===== src/rtl/icsr_cfg.svh =====
`ifndef ICSR_CFG_SVH
`define ICSR_CFG_SVH

// ----------------------------------------------------------------------
// Register byte offsets
// ----------------------------------------------------------------------
`define ICSR_OFF_CMD        5'h00
`define ICSR_OFF_DATA       5'h04
`define ICSR_OFF_STAT       5'h08
`define ICSR_OFF_COUNT      5'h0c
`define ICSR_OFF_IRQ_ST     5'h10
`define ICSR_OFF_IRQ_MASK   5'h14

// ----------------------------------------------------------------------
// Command word fields
// ----------------------------------------------------------------------
`define ICSR_CMD_RUN        7
`define ICSR_CMD_LOAD       6
`define ICSR_CMD_SNAP       5
`define ICSR_CMD_SAMPLE     4
`define ICSR_CMD_BC_HI      3
`define ICSR_CMD_BC_LO      2
`define ICSR_CMD_RESTART_N  1
`define ICSR_CMD_INT_EN     0
`define ICSR_CMD_LOW_HI     3

// ----------------------------------------------------------------------
// Status and interrupt fields
// ----------------------------------------------------------------------
`define ICSR_STAT_ONLINE    0
`define ICSR_STAT_SNAP      1
`define ICSR_STAT_LOADING   2
`define ICSR_STAT_RUN       3
`define ICSR_IRQ_ZERO       0
`define ICSR_IRQ_LOAD       1

// ----------------------------------------------------------------------
// Reset values and timing
// ----------------------------------------------------------------------
`define ICSR_RESET_CMD      8'h00
`define ICSR_RESET_COUNT    24'h000000
`define ICSR_RESET_IRQ      2'h0
`define ICSR_LAST_BYTE      2'h2
`define ICSR_CLK_PERIOD_NS  10
`define ICSR_TICK_PERIOD_NS 10000
`define ICSR_TICK_CYCLES    (`ICSR_TICK_PERIOD_NS / `ICSR_CLK_PERIOD_NS)

`endif


===== src/rtl/icsr_pkg.sv =====
package icsr_pkg;

  typedef logic [23:0] icsr_count_t;
  typedef logic [1:0]  icsr_byte_idx_t;
  typedef logic [9:0]  icsr_tick_cnt_t;

  typedef enum logic {
    ICSR_LD_IDLE  = 1'b0,
    ICSR_LD_BYTES = 1'b1
  } icsr_load_t;

endpackage


===== src/rtl/icsr_cap_if.sv =====
`timescale 1ns/100ps

interface icsr_cap_if;
  import icsr_pkg::*;

  logic        cap_start;
  logic        zero_evt;
  logic        rd_take;
  icsr_count_t count;
  logic        active;
  logic [7:0]  rd_byte;

  modport ctl (output cap_start, output zero_evt, output rd_take, output count,
               input active, input rd_byte);
  modport cap (input cap_start, input zero_evt, input rd_take, input count,
               output active, output rd_byte);
endinterface


===== src/rtl/icsr_snap.sv =====
`timescale 1ns/100ps
`include "icsr_cfg.svh"

module icsr_snap
  import icsr_pkg::*;
(
  // Clock, reset and enable.
  input  wire logic clk_i,
  input  wire logic rst_n_i,
  input  wire logic ce_i,
  // Capture link to the controller.
  icsr_cap_if.cap   cap
);

  icsr_count_t    hold_reg;
  icsr_byte_idx_t idx_reg;
  logic           active_reg;

  // ----------------------------------------------------------------------
  // Capture register and byte readout
  // ----------------------------------------------------------------------
  always_ff @(posedge clk_i or negedge rst_n_i) begin
    if (!rst_n_i) begin
      hold_reg   <= `ICSR_RESET_COUNT;
      idx_reg    <= '0;
      active_reg <= 1'b0;
    end else if (ce_i) begin
      if (cap.cap_start) begin
        hold_reg   <= cap.count;
        idx_reg    <= '0;
        active_reg <= 1'b1;
      end else if (cap.zero_evt && active_reg) begin
        active_reg <= 1'b0;
      end else if (cap.rd_take && active_reg) begin
        idx_reg <= idx_reg + icsr_byte_idx_t'(1);
        if (idx_reg == `ICSR_LAST_BYTE) begin
          active_reg <= 1'b0;
        end
      end
    end
  end

  // Most significant byte is offered first; idle readout gives zero.
  always_comb begin
    cap.rd_byte = 8'h00;
    if (active_reg) begin
      unique case (idx_reg)
        2'h0:    cap.rd_byte = hold_reg[23:16];
        2'h1:    cap.rd_byte = hold_reg[15:8];
        2'h2:    cap.rd_byte = hold_reg[7:0];
        default: cap.rd_byte = 8'h00;
      endcase
    end
  end

  assign cap.active = active_reg;

  // ----------------------------------------------------------------------
  // Checks
  // ----------------------------------------------------------------------
  property p_cap_copy;
    @(posedge clk_i) disable iff (!rst_n_i)
    (ce_i && cap.cap_start) |=> (hold_reg == $past(cap.count)) && active_reg && idx_reg == 2'h0;
  endproperty
  a_cap_copy: assert property (p_cap_copy) else $error("capture did not copy count");

  property p_zero_ends;
    @(posedge clk_i) disable iff (!rst_n_i)
    (ce_i && active_reg && cap.zero_evt && !cap.cap_start) |=> !active_reg;
  endproperty
  a_zero_ends: assert property (p_zero_ends) else $error("zero did not end capture");

  property p_three_bytes;
    @(posedge clk_i) disable iff (!rst_n_i)
    (ce_i && active_reg && cap.rd_take && idx_reg == 2'h2 && !cap.cap_start && !cap.zero_evt)
      |=> !active_reg;
  endproperty
  a_three_bytes: assert property (p_three_bytes) else $error("readout not three bytes");

  c_readout: cover property (@(posedge clk_i) disable iff (!rst_n_i)
    cap.cap_start ##[1:50] (cap.rd_take && idx_reg == 2'h2));

endmodule


===== src/rtl/icsr_tick.sv =====
`timescale 1ns/100ps
`include "icsr_cfg.svh"

module icsr_tick
  import icsr_pkg::*;
(
  // Clock, reset and enable.
  input  wire logic clk_i,
  input  wire logic rst_n_i,
  input  wire logic ce_i,
  // Timebase pulse.
  output logic      tick_o
);

  icsr_tick_cnt_t div_reg;

  // ----------------------------------------------------------------------
  // Free-running divider for the counting timebase
  // ----------------------------------------------------------------------
  always_ff @(posedge clk_i or negedge rst_n_i) begin
    if (!rst_n_i) begin
      div_reg <= '0;
      tick_o  <= 1'b0;
    end else if (ce_i) begin
      if (div_reg == icsr_tick_cnt_t'(`ICSR_TICK_CYCLES - 1)) begin
        div_reg <= '0;
        tick_o  <= 1'b1;
      end else begin
        div_reg <= div_reg + icsr_tick_cnt_t'(1);
        tick_o  <= 1'b0;
      end
    end
  end

endmodule


===== src/rtl/icsr_top.sv =====
`timescale 1ns/100ps
`include "icsr_cfg.svh"

module icsr_top
  import icsr_pkg::*;
(
  // Clock, reset and enable.
  input  wire logic        ref_clk_i,
  input  wire logic        rst_n_i,
  input  wire logic        clk_en_i,
  // Avalon-MM slave.
  input  wire logic [4:0]  avs_address_i,
  input  wire logic        avs_read_i,
  input  wire logic        avs_write_i,
  input  wire logic [3:0]  avs_byteenable_i,
  input  wire logic [31:0] avs_writedata_i,
  output logic      [31:0] avs_readdata_o,
  output logic             avs_waitrequest_o,
  // Interrupt.
  output logic             irq_o
);

  // ----------------------------------------------------------------------
  // Declarations
  // ----------------------------------------------------------------------
  logic           rst_meta_reg;
  logic           rst_sync_reg;
  logic           rst_n;
  logic           tick;
  logic           req;
  logic           accept;
  logic           wr_acc;
  logic           rd_acc;
  logic           wr_cmd;
  logic           wr_data;
  logic [7:0]     wbyte;
  logic [7:0]     cmd_reg;
  logic [7:0]     cmd_next;
  icsr_count_t    count_reg;
  icsr_count_t    preset_reg;
  icsr_load_t     load_reg;
  icsr_byte_idx_t left_reg;
  logic           zero_evt_reg;
  logic           load_done;
  logic [1:0]     irq_st_reg;
  logic [1:0]     irq_mask_reg;
  logic [1:0]     irq_set;
  logic [31:0]    rd_mux;
  logic           counting;

  icsr_cap_if cap_if ();

  // ----------------------------------------------------------------------
  // Helpers
  // ----------------------------------------------------------------------
  function automatic logic hit(input logic [4:0] addr, input logic [4:0] off);
    return addr == off;
  endfunction

  function automatic icsr_count_t shift_in(input icsr_count_t v, input logic [7:0] b);
    return {v[15:0], b};
  endfunction

  // ----------------------------------------------------------------------
  // Reset release
  // ----------------------------------------------------------------------
  always_ff @(posedge ref_clk_i or negedge rst_n_i) begin
    if (!rst_n_i) begin
      rst_meta_reg <= 1'b0;
      rst_sync_reg <= 1'b0;
    end else begin
      rst_meta_reg <= 1'b1;
      rst_sync_reg <= rst_meta_reg;
    end
  end

  assign rst_n = rst_sync_reg;

  // ----------------------------------------------------------------------
  // Bus slave
  // ----------------------------------------------------------------------
  assign req     = avs_read_i | avs_write_i;
  assign accept  = req & ~avs_waitrequest_o;
  assign wr_acc  = accept & avs_write_i & avs_byteenable_i[0];
  assign rd_acc  = accept & avs_read_i;
  assign wbyte   = avs_writedata_i[7:0];
  assign wr_cmd  = wr_acc & hit(avs_address_i, `ICSR_OFF_CMD);
  assign wr_data = wr_acc & hit(avs_address_i, `ICSR_OFF_DATA);

  // Each request is held off one cycle, then accepted for one cycle.
  always_ff @(posedge ref_clk_i or negedge rst_n) begin
    if (!rst_n) begin
      avs_waitrequest_o <= 1'b1;
    end else if (clk_en_i) begin
      avs_waitrequest_o <= ~(req & avs_waitrequest_o);
    end
  end

  always_comb begin
    rd_mux = 32'h0000_0000;
    if (hit(avs_address_i, `ICSR_OFF_CMD)) begin
      rd_mux[7:0] = cmd_reg;
    end else if (hit(avs_address_i, `ICSR_OFF_DATA)) begin
      rd_mux[7:0] = cap_if.rd_byte;
    end else if (hit(avs_address_i, `ICSR_OFF_STAT)) begin
      rd_mux[`ICSR_STAT_ONLINE]  = 1'b1;
      rd_mux[`ICSR_STAT_SNAP]    = cap_if.active;
      rd_mux[`ICSR_STAT_LOADING] = (load_reg == ICSR_LD_BYTES);
      rd_mux[`ICSR_STAT_RUN]     = cmd_reg[`ICSR_CMD_RUN];
    end else if (hit(avs_address_i, `ICSR_OFF_COUNT)) begin
      rd_mux[23:0] = count_reg;
    end else if (hit(avs_address_i, `ICSR_OFF_IRQ_ST)) begin
      rd_mux[1:0] = irq_st_reg;
    end else if (hit(avs_address_i, `ICSR_OFF_IRQ_MASK)) begin
      rd_mux[1:0] = irq_mask_reg;
    end
  end

  // Read data is captured in the wait cycle and stands at acceptance.
  always_ff @(posedge ref_clk_i or negedge rst_n) begin
    if (!rst_n) begin
      avs_readdata_o <= 32'h0000_0000;
    end else if (clk_en_i && avs_read_i && avs_waitrequest_o) begin
      avs_readdata_o <= rd_mux;
    end
  end

  // ----------------------------------------------------------------------
  // Command word
  // ----------------------------------------------------------------------
  always_comb begin
    cmd_next = cmd_reg;
    if (wr_cmd) begin
      cmd_next[7:4] = wbyte[7:4];
      if (wbyte[`ICSR_CMD_SAMPLE]) begin
        cmd_next[`ICSR_CMD_LOW_HI:0] = wbyte[`ICSR_CMD_LOW_HI:0];
      end
    end
  end

  always_ff @(posedge ref_clk_i or negedge rst_n) begin
    if (!rst_n) begin
      cmd_reg <= `ICSR_RESET_CMD;
    end else if (clk_en_i) begin
      cmd_reg <= cmd_next;
    end
  end

  // ----------------------------------------------------------------------
  // Preset loading
  // ----------------------------------------------------------------------
  assign load_done = wr_data && (load_reg == ICSR_LD_BYTES) && (left_reg == 2'h1);

  always_ff @(posedge ref_clk_i or negedge rst_n) begin
    if (!rst_n) begin
      load_reg   <= ICSR_LD_IDLE;
      left_reg   <= '0;
      preset_reg <= `ICSR_RESET_COUNT;
    end else if (clk_en_i) begin
      if (wr_cmd && wbyte[`ICSR_CMD_LOAD]) begin
        preset_reg <= `ICSR_RESET_COUNT;
        left_reg   <= cmd_next[`ICSR_CMD_BC_HI:`ICSR_CMD_BC_LO];
        load_reg   <= (cmd_next[`ICSR_CMD_BC_HI:`ICSR_CMD_BC_LO] == 2'h0) ?
                      ICSR_LD_IDLE : ICSR_LD_BYTES;
      end else if (wr_data && (load_reg == ICSR_LD_BYTES)) begin
        preset_reg <= shift_in(preset_reg, wbyte);
        left_reg   <= left_reg - icsr_byte_idx_t'(1);
        if (left_reg == 2'h1) begin
          load_reg <= ICSR_LD_IDLE;
        end
      end
    end
  end

  // ----------------------------------------------------------------------
  // Down counter
  // ----------------------------------------------------------------------
  icsr_tick u_tick (
    .clk_i   (ref_clk_i),
    .rst_n_i (rst_n),
    .ce_i    (clk_en_i),
    .tick_o  (tick)
  );

  assign counting = cmd_reg[`ICSR_CMD_RUN] && (load_reg == ICSR_LD_IDLE);

  always_ff @(posedge ref_clk_i or negedge rst_n) begin
    if (!rst_n) begin
      count_reg    <= `ICSR_RESET_COUNT;
      zero_evt_reg <= 1'b0;
    end else if (clk_en_i) begin
      zero_evt_reg <= 1'b0;
      if (wr_cmd && wbyte[`ICSR_CMD_LOAD]) begin
        count_reg <= `ICSR_RESET_COUNT;
      end else if (wr_data && (load_reg == ICSR_LD_BYTES)) begin
        count_reg <= shift_in(preset_reg, wbyte);
      end else if (zero_evt_reg && !cmd_reg[`ICSR_CMD_RESTART_N]) begin
        count_reg <= preset_reg;
      end else if (tick && counting && (count_reg != `ICSR_RESET_COUNT)) begin
        count_reg <= count_reg - icsr_count_t'(1);
        if (count_reg == icsr_count_t'(1)) begin
          zero_evt_reg <= 1'b1;
        end
      end
    end
  end

  // ----------------------------------------------------------------------
  // Capture link
  // ----------------------------------------------------------------------
  assign cap_if.cap_start = wr_cmd && wbyte[`ICSR_CMD_SNAP];
  assign cap_if.zero_evt  = zero_evt_reg;
  assign cap_if.rd_take   = rd_acc && hit(avs_address_i, `ICSR_OFF_DATA);
  assign cap_if.count     = count_reg;

  icsr_snap u_snap (
    .clk_i   (ref_clk_i),
    .rst_n_i (rst_n),
    .ce_i    (clk_en_i),
    .cap     (cap_if)
  );

  // ----------------------------------------------------------------------
  // Interrupts
  // ----------------------------------------------------------------------
  always_comb begin
    irq_set                 = `ICSR_RESET_IRQ;
    irq_set[`ICSR_IRQ_ZERO] = zero_evt_reg && cmd_reg[`ICSR_CMD_INT_EN];
    irq_set[`ICSR_IRQ_LOAD] = load_done;
  end

  always_ff @(posedge ref_clk_i or negedge rst_n) begin
    if (!rst_n) begin
      irq_st_reg   <= `ICSR_RESET_IRQ;
      irq_mask_reg <= `ICSR_RESET_IRQ;
      irq_o        <= 1'b0;
    end else if (clk_en_i) begin
      if (wr_acc && hit(avs_address_i, `ICSR_OFF_IRQ_ST)) begin
        irq_st_reg <= (irq_st_reg & ~avs_writedata_i[1:0]) | irq_set;
      end else begin
        irq_st_reg <= irq_st_reg | irq_set;
      end
      if (wr_acc && hit(avs_address_i, `ICSR_OFF_IRQ_MASK)) begin
        irq_mask_reg <= avs_writedata_i[1:0];
      end
      irq_o <= |(irq_st_reg & irq_mask_reg);
    end
  end

  // ----------------------------------------------------------------------
  // Checks
  // ----------------------------------------------------------------------
  property p_restart;
    @(posedge ref_clk_i) disable iff (!rst_n)
    (clk_en_i && zero_evt_reg && !cmd_reg[`ICSR_CMD_RESTART_N] && !wr_acc)
      |=> count_reg == $past(preset_reg);
  endproperty
  a_restart: assert property (p_restart) else $error("no reload after zero");

  property p_hold_at_zero;
    @(posedge ref_clk_i) disable iff (!rst_n)
    (clk_en_i && zero_evt_reg && cmd_reg[`ICSR_CMD_RESTART_N] && !wr_acc)
      |=> count_reg == 24'h000000;
  endproperty
  a_hold_at_zero: assert property (p_hold_at_zero) else $error("restart with bit 1 set");

  property p_held;
    @(posedge ref_clk_i) disable iff (!rst_n)
    (clk_en_i && !cmd_reg[`ICSR_CMD_RUN] && !wr_acc && !zero_evt_reg) |=> $stable(count_reg);
  endproperty
  a_held: assert property (p_held) else $error("count moved while held");

  property p_decrement;
    @(posedge ref_clk_i) disable iff (!rst_n)
    (clk_en_i && tick && counting && !wr_acc && !zero_evt_reg && count_reg > 24'h000001)
      |=> count_reg == $past(count_reg) - 24'h000001;
  endproperty
  a_decrement: assert property (p_decrement) else $error("missed decrement");

  property p_tick_spacing;
    @(posedge ref_clk_i) disable iff (!rst_n)
    (clk_en_i && tick) |=> !tick [*8];
  endproperty
  a_tick_spacing: assert property (p_tick_spacing) else $error("tick too frequent");

  property p_irq_cause;
    @(posedge ref_clk_i) disable iff (!rst_n)
    $rose(irq_st_reg[`ICSR_IRQ_ZERO]) |-> $past(zero_evt_reg && cmd_reg[`ICSR_CMD_INT_EN]);
  endproperty
  a_irq_cause: assert property (p_irq_cause) else $error("zero irq without enable");

  property p_irq_set;
    @(posedge ref_clk_i) disable iff (!rst_n)
    (clk_en_i && zero_evt_reg && cmd_reg[`ICSR_CMD_INT_EN]) |=> irq_st_reg[`ICSR_IRQ_ZERO];
  endproperty
  a_irq_set: assert property (p_irq_set) else $error("zero irq lost");

  property p_sample;
    @(posedge ref_clk_i) disable iff (!rst_n)
    (clk_en_i && wr_cmd && !wbyte[`ICSR_CMD_SAMPLE]) |=> $stable(cmd_reg[3:0]);
  endproperty
  a_sample: assert property (p_sample) else $error("low bits changed unsampled");

  property p_load_shift;
    @(posedge ref_clk_i) disable iff (!rst_n)
    (clk_en_i && wr_data && load_reg == ICSR_LD_BYTES)
      |=> preset_reg == {$past(preset_reg[15:0]), $past(wbyte)};
  endproperty
  a_load_shift: assert property (p_load_shift) else $error("preset byte order wrong");

  property p_run_capture;
    @(posedge ref_clk_i) disable iff (!rst_n)
    (clk_en_i && cap_if.rd_take && counting && !zero_evt_reg && count_reg > 24'h000001)
      |=> count_reg == ($past(tick) ? $past(count_reg) - 24'h000001 : $past(count_reg));
  endproperty
  a_run_capture: assert property (p_run_capture) else $error("readout disturbed count");

  c_restart: cover property (@(posedge ref_clk_i) disable iff (!rst_n)
    zero_evt_reg && !cmd_reg[`ICSR_CMD_RESTART_N]);
  c_load: cover property (@(posedge ref_clk_i) disable iff (!rst_n) load_done);
  c_irq: cover property (@(posedge ref_clk_i) disable iff (!rst_n) $rose(irq_o));

endmodule

===== config.mk =====
export PLATFORM = sky130hd
export DESIGN_NAME = icsr_top
export DESIGN_NICKNAME = d
export VERILOG_FILES = /design/src/rtl/icsr_pkg.sv /design/src/rtl/icsr_cap_if.sv /design/src/rtl/icsr_snap.sv /design/src/rtl/icsr_tick.sv /design/src/rtl/icsr_top.sv
export VERILOG_INCLUDE_DIRS = /design/src /design/src/rtl
export SDC_FILE = /design/constraint.sdc
export NUM_CORES = 1
export LEC_CHECK = 0
export BUFFER_PORTS_ARGS = -buffer_cell sky130_fd_sc_hd__buf_2
export CORE_MARGIN = 1
export CORE_UTILIZATION = 53
export DETAILED_ROUTE_END_ITERATION = 16
export PLACE_DENSITY_LB_ADDON = 0.25
export SLEW_MARGIN = 10
export SYNTH_ARGS = -nofsm -noshare
export SYNTH_HDL_FRONTEND = slang
export SYNTH_SLANG_ARGS = --single-unit

===== constraint.sdc =====
create_clock -name ref_clk_i -period 3.9 [get_ports ref_clk_i]
set_input_delay 0.195 -clock ref_clk_i [delete_from_list [all_inputs] [get_ports ref_clk_i]]
set_output_delay 0.195 -clock ref_clk_i [all_outputs]
set_load 0.05 [all_outputs]

# After elaboration in Yosys (flattened, before gate mapping)
# Index checks and enable logic that the tools add are counted.
# op_classes
addsub	4
n_eq_ne	11
mux	41
bitwise	16
reduce_logical	37
# op_table
operator	count
$mux W24	6
$mux W16	2
$eq A24 B1 Y1 const B	1
$mux W8	3
$pmux W8 S3	1
$reduce_bool A24 Y1	1
$sub A24 B1 Y24 const B	1
$mux W22	1
$mux W20	1
$mux W2	9
$logic_and A1 B1 Y1	16
$mux W1	14
$mux W4	3
$reduce_and A3 Y1	4
$add A10 B1 Y10 const B	1
$eq A10 B10 Y1 const B	1
$eq A5 B4 Y1 const B	2
$eq A5 B5 Y1 const B	2
$mux W10	1
$reduce_and A2 Y1	5
$and A1 B1 Y1	7
$reduce_bool A2 Y1	3
$reduce_bool A3 Y1	2
$eq A5 B3 Y1 const B	1
other kinds (15)	21
# totals
reg_bits	130
in_bits	46
out_inout_bits	34
elab_cells	129

# Longest topological paths before layout
# depth
depth_word	9
ltp_mapped	10
ltp_nobuf	7

# Modules after synthesis
# Synthesis repeated with hierarchy kept, for this count alone.
# hier_totals
hier_cells	675
hier_area_um2	7016.7
# modules_own_cells
module	n_inst	cells_per_inst	area_each_um2
icsr_top	1	532	5163.7
icsr_snap	1	91	1305.0
icsr_tick	1	52	548.0

# Worst setup path after synthesis
# OpenSTA, ideal clock, no wires.
# synth_timing
kind	reg2reg
from	reg avs_waitrequest_o
to	reg count_reg[18], in the netlist cap_if.count[18]
setup_time_ns	0.121
arrival_ns	2.053
required_ns	3.779
path_slack_ns	1.725
path_stages_with_launch	9
path_buffers	2
period_less_slack_ns	2.175
cell_sequence	dfstp_2 and3b_1 clkbuf_1 and4_1 buf_2 nor2_2 nand2_1 o21a_1 o22a_1
# synth_between
elab_chain_len	8
elab_cells_between_ends	12
classes_between	mux (2); bitwise (6); reduce/logical (4)
# synth_lines
item	line	rtl
start, declared	icsr_top.sv:18	output logic avs_waitrequest_o,
start signal, assigned	icsr_top.sv:95	avs_waitrequest_o <= ~(req & avs_waitrequest_o);
$not A1 Y1 *	icsr_top.sv:83	assign accept = req & ~avs_waitrequest_o;
$and A1 B1 Y1 *	icsr_top.sv:83	
$and A1 B1 Y1 * (2 in a row)	icsr_top.sv:84	assign wr_acc = accept & avs_write_i & avs_byteenable_i[0];
$and A1 B1 Y1, on equally long branches	icsr_top.sv:88, icsr_top.sv:87	
$logic_and A1 B1 Y1, on equally long branches	icsr_top.sv:195, icsr_top.sv:193	
$reduce_bool A4 Y1 (no source line) or $mux W24 (tied branches)	-	
$reduce_and A2 Y1 (no source line) or $mux W24 (tied branches)	-	
end signal, assigned	icsr_top.sv:194	count_reg <= `ICSR_RESET_COUNT;
end signal, assigned	icsr_top.sv:196	count_reg <= shift_in(preset_reg, wbyte);
end signal, assigned	icsr_top.sv:198	count_reg <= preset_reg;
end, declared	icsr_top.sv:39	icsr_count_t count_reg;
# Mark *: on every way between the ends. The rest lies on a longest branch, timed or not.
# A chain may end at the register's enable or synchronous reset.

# Final worst setup path
# layout_timing
from	reg avs_waitrequest_o
to	reg u_snap.hold_reg[19]
# layout_between
elab_chain_len	7
# layout_lines
item	line	rtl
$not A1 Y1	icsr_top.sv:83	
$and A1 B1 Y1	icsr_top.sv:83	
$and A1 B1 Y1 (2 in a row)	icsr_top.sv:84	
$and A1 B1 Y1	icsr_top.sv:87	assign wr_cmd = wr_acc & hit(avs_address_i, `ICSR_OFF_CMD);
$logic_and A1 B1 Y1	icsr_top.sv:211	assign cap_if.cap_start = wr_cmd && wbyte[`ICSR_CMD_SNAP];
$reduce_and A2 Y1 (no source line)	-	
end signal, assigned	icsr_snap.sv:24	hold_reg <= `ICSR_RESET_COUNT;
end signal, assigned	icsr_snap.sv:29	hold_reg <= cap.count;
end, declared	icsr_snap.sv:15	icsr_count_t hold_reg;
# No other way between the ends.

==> out/metrics.yaml <==
fin_area_sq_um: 7570
ir_worst_vdd_mv: 0.245
cts_setup_buffers: 0
end_kind: "register"
antenna_found_initial: 0
power_density_nw_per_um2: 465
drc: 0
row_count: 40
die_area_sq_um: 13100
min_path_type: "in2reg"
vias: 5554
dp_hpwl_microns: 11900
n_antenna_cell: 0
synth_top_area_share_pct: 48.2
drt_wl_total_microns: 17400
grt_use_total_pct: 28.8
drive_gt1_share_pct: 19.3
ys_top_cells_by_area: "dfrtp_1 48%, nand2_1 6.2%, o21ai_0 4.6%, mux2_2 4.0%, a21oi_1 2.8%"
cts-root-buf: "clkbuf_16"
max_cap_viol_count: 0
firstDrtPassIters: 6
cp.arrival_ps: 3060
via_per_inst: 6.14
max_clock_freq_mhz: 362
globalplace.congestion: 0.903
layout.nets: 778
grt_start_max_net_pins: 70
fin_tns_setup_ps: 0
yosysSeqAreaShare_pct: 48.6
overflow: 0
ys.flop_type: "dfrtp_1"
portBuffers: 44
start_util_pct: 55.1
fillCellCount: 1051
outcome: "completed"
relSlewSlack_pct: 20.4
cts_max_path_buffers: 2
cts_buffers: 17
core_sq_um: 12200
cts.repair.resized: 0
insertion_delay_ps: 420
syn_inst: 699
dpl_cell_area_sq_um: 6930
finalHoldViolations: 0
synth_warnings: 0
finalSetupViolCount: 0
criticalPathCategory: "reg2reg"
ys_types: 69
synth.cell_area_sq_um: 6700
drtAntennaViolNets: 0
power.total_mw: 3.52
period_needed_ps: 2760
skew_ps: 3.45
cts_tree: "built"
grt_pass1_vias: 5358
post_drt_wl_per_cell_microns: 19.3
cts_hold_buf: 1
critical_path.max_fanout: 27
worst_pin_slew_ps: 1190
drt_iter0_drc: 515
min_delay_path_depth: 3
ys_ff_latch: 130
drv_slew: 0
r2r_cells: 4
p_leak_nw: 3.42
clkSinkCount: 130
path_clk_slew_ps: 60
utilization_pct: 62.2
min_period_over_period_pct: 70.7
cp-start-kind: "register"
async_flop_share_pct: 100
required_ps: 4200
die_h_microns: 114
cts_max_level: 4
ios: 80
synth_edf_count: 0
synth_top_area_cell: "dfrtp_1"
synth.avg_cell_area_sq_um: 9.58
die_w_microns: 114
area_growth_syn_to_layout_pct: 13.0
grt_first_pass_wirelength_microns: 28200
rsz0062_at_grt: "false"
## area by class of cell
cell class | instances | area [sq um] | area share, %
Multi-Input combinational cell | 503 | 3100 | 40.9
Timing Repair Buffer | 57 | 320 | 4.23
Tap cell | 168 | 210 | 2.78
Inverter | 14 | 52.6 | 0.694
Clock buffer | 21 | 480 | 6.35
Clock inverter | 11 | 150 | 1.98
Sequential cell | 130 | 3260 | 43.1
## critical path: stages, from the launching register on
cell     delay (ps)
dfstp_2         400
and3b_1         380
and3_1          320
nand3_1         860
mux2_1          660
## logic make-up after synthesis
logic type               share of synthesized area [%]
AO/OA/AOI/OAI                                     19.7
XOR/XNOR                                          1.31
AND/OR/NAND/NOR                                   17.6
buffers and inverters                             5.55
multiplexers                                      5.48
other                                            0.112
flip-flops                                        48.6
adder cells (fa/ha/maj)                           1.68
## Yosys cell counts, drive strengths merged (5+ instances only)
cell type,instances
a222oi,8
o221a,9
or3,5
buf,29
dfrtp,129
nand4,7
and3,10
clkbuf,30
nor4,7
ha,9
xnor2,7
nand2,111
o21ai,80
o31ai,9
o22a,6
nor3,22
a211oi,6
o21a,7
a22o,7
a21oi,38
mux2,29
nand3,25
nor2,34
inv,14
a221oi,5
## worst paths after layout
kind | slack [ps] | start | to
setup / recovery | 1140 | avs_waitrequest_o | u_snap.hold_reg[19]
max in group asynchronous | 2460 | rst_n | cap_if.count[17]
hold / removal | 50 | avs_writedata_i[3] | preset_reg[3]
hold reg to reg | 350 | rst_meta_reg | rst_n
setup reg to reg | 1140 | avs_waitrequest_o | u_snap.hold_reg[19]
min in group asynchronous | 80 | rst_n_i | rst_n
## metal layers
layer	vias to the layer above	wire length (microns)	GRT usage, %
met5	-	0	0
met4	0	500	12.9
met3	37	1140	5.93
met1	2710	7600	39.1
li1	2569	-	-
met2	238	8160	44.7
## where the power goes
| group | total [mW] | switching, mW | internal [mW] |
|---|---|---|---|
| Clock | 1.68 | 0.603 | 1.07 |
| Combinational | 0.311 | 0.192 | 0.119 |
| Sequential | 1.53 | 0.115 | 1.42 |
## metrics by stage
stage | setup WS [ps] | cells | hold slack [ps]
after floorplan | 11.7 | 706 | -101
after global placement | 1230 | 871 | -18.6
after detailed placement | 1130 | 871 | -18.6
after CTS | 1190 | 904 | 41.0
after global routing | 983 | 904 | 56.6
final | 1140 | 904 | 50.6
## cells in the final DEF, fill, tap and decap left out, types with 17 or more instances in the layout
cell type	Yosys	layout
buf_2	9	44
nand2_1	110	110
a21oi_1	38	38
nor3_1	18	18
o21ai_1	17	17
nand3_1	24	24
nor2_1	32	32
mux2_2	24	24
clkbuf_16	0	17
o21ai_0	61	61
dfrtp_1	129	128
Note: power is estimated with default switching activity, not from simulation.
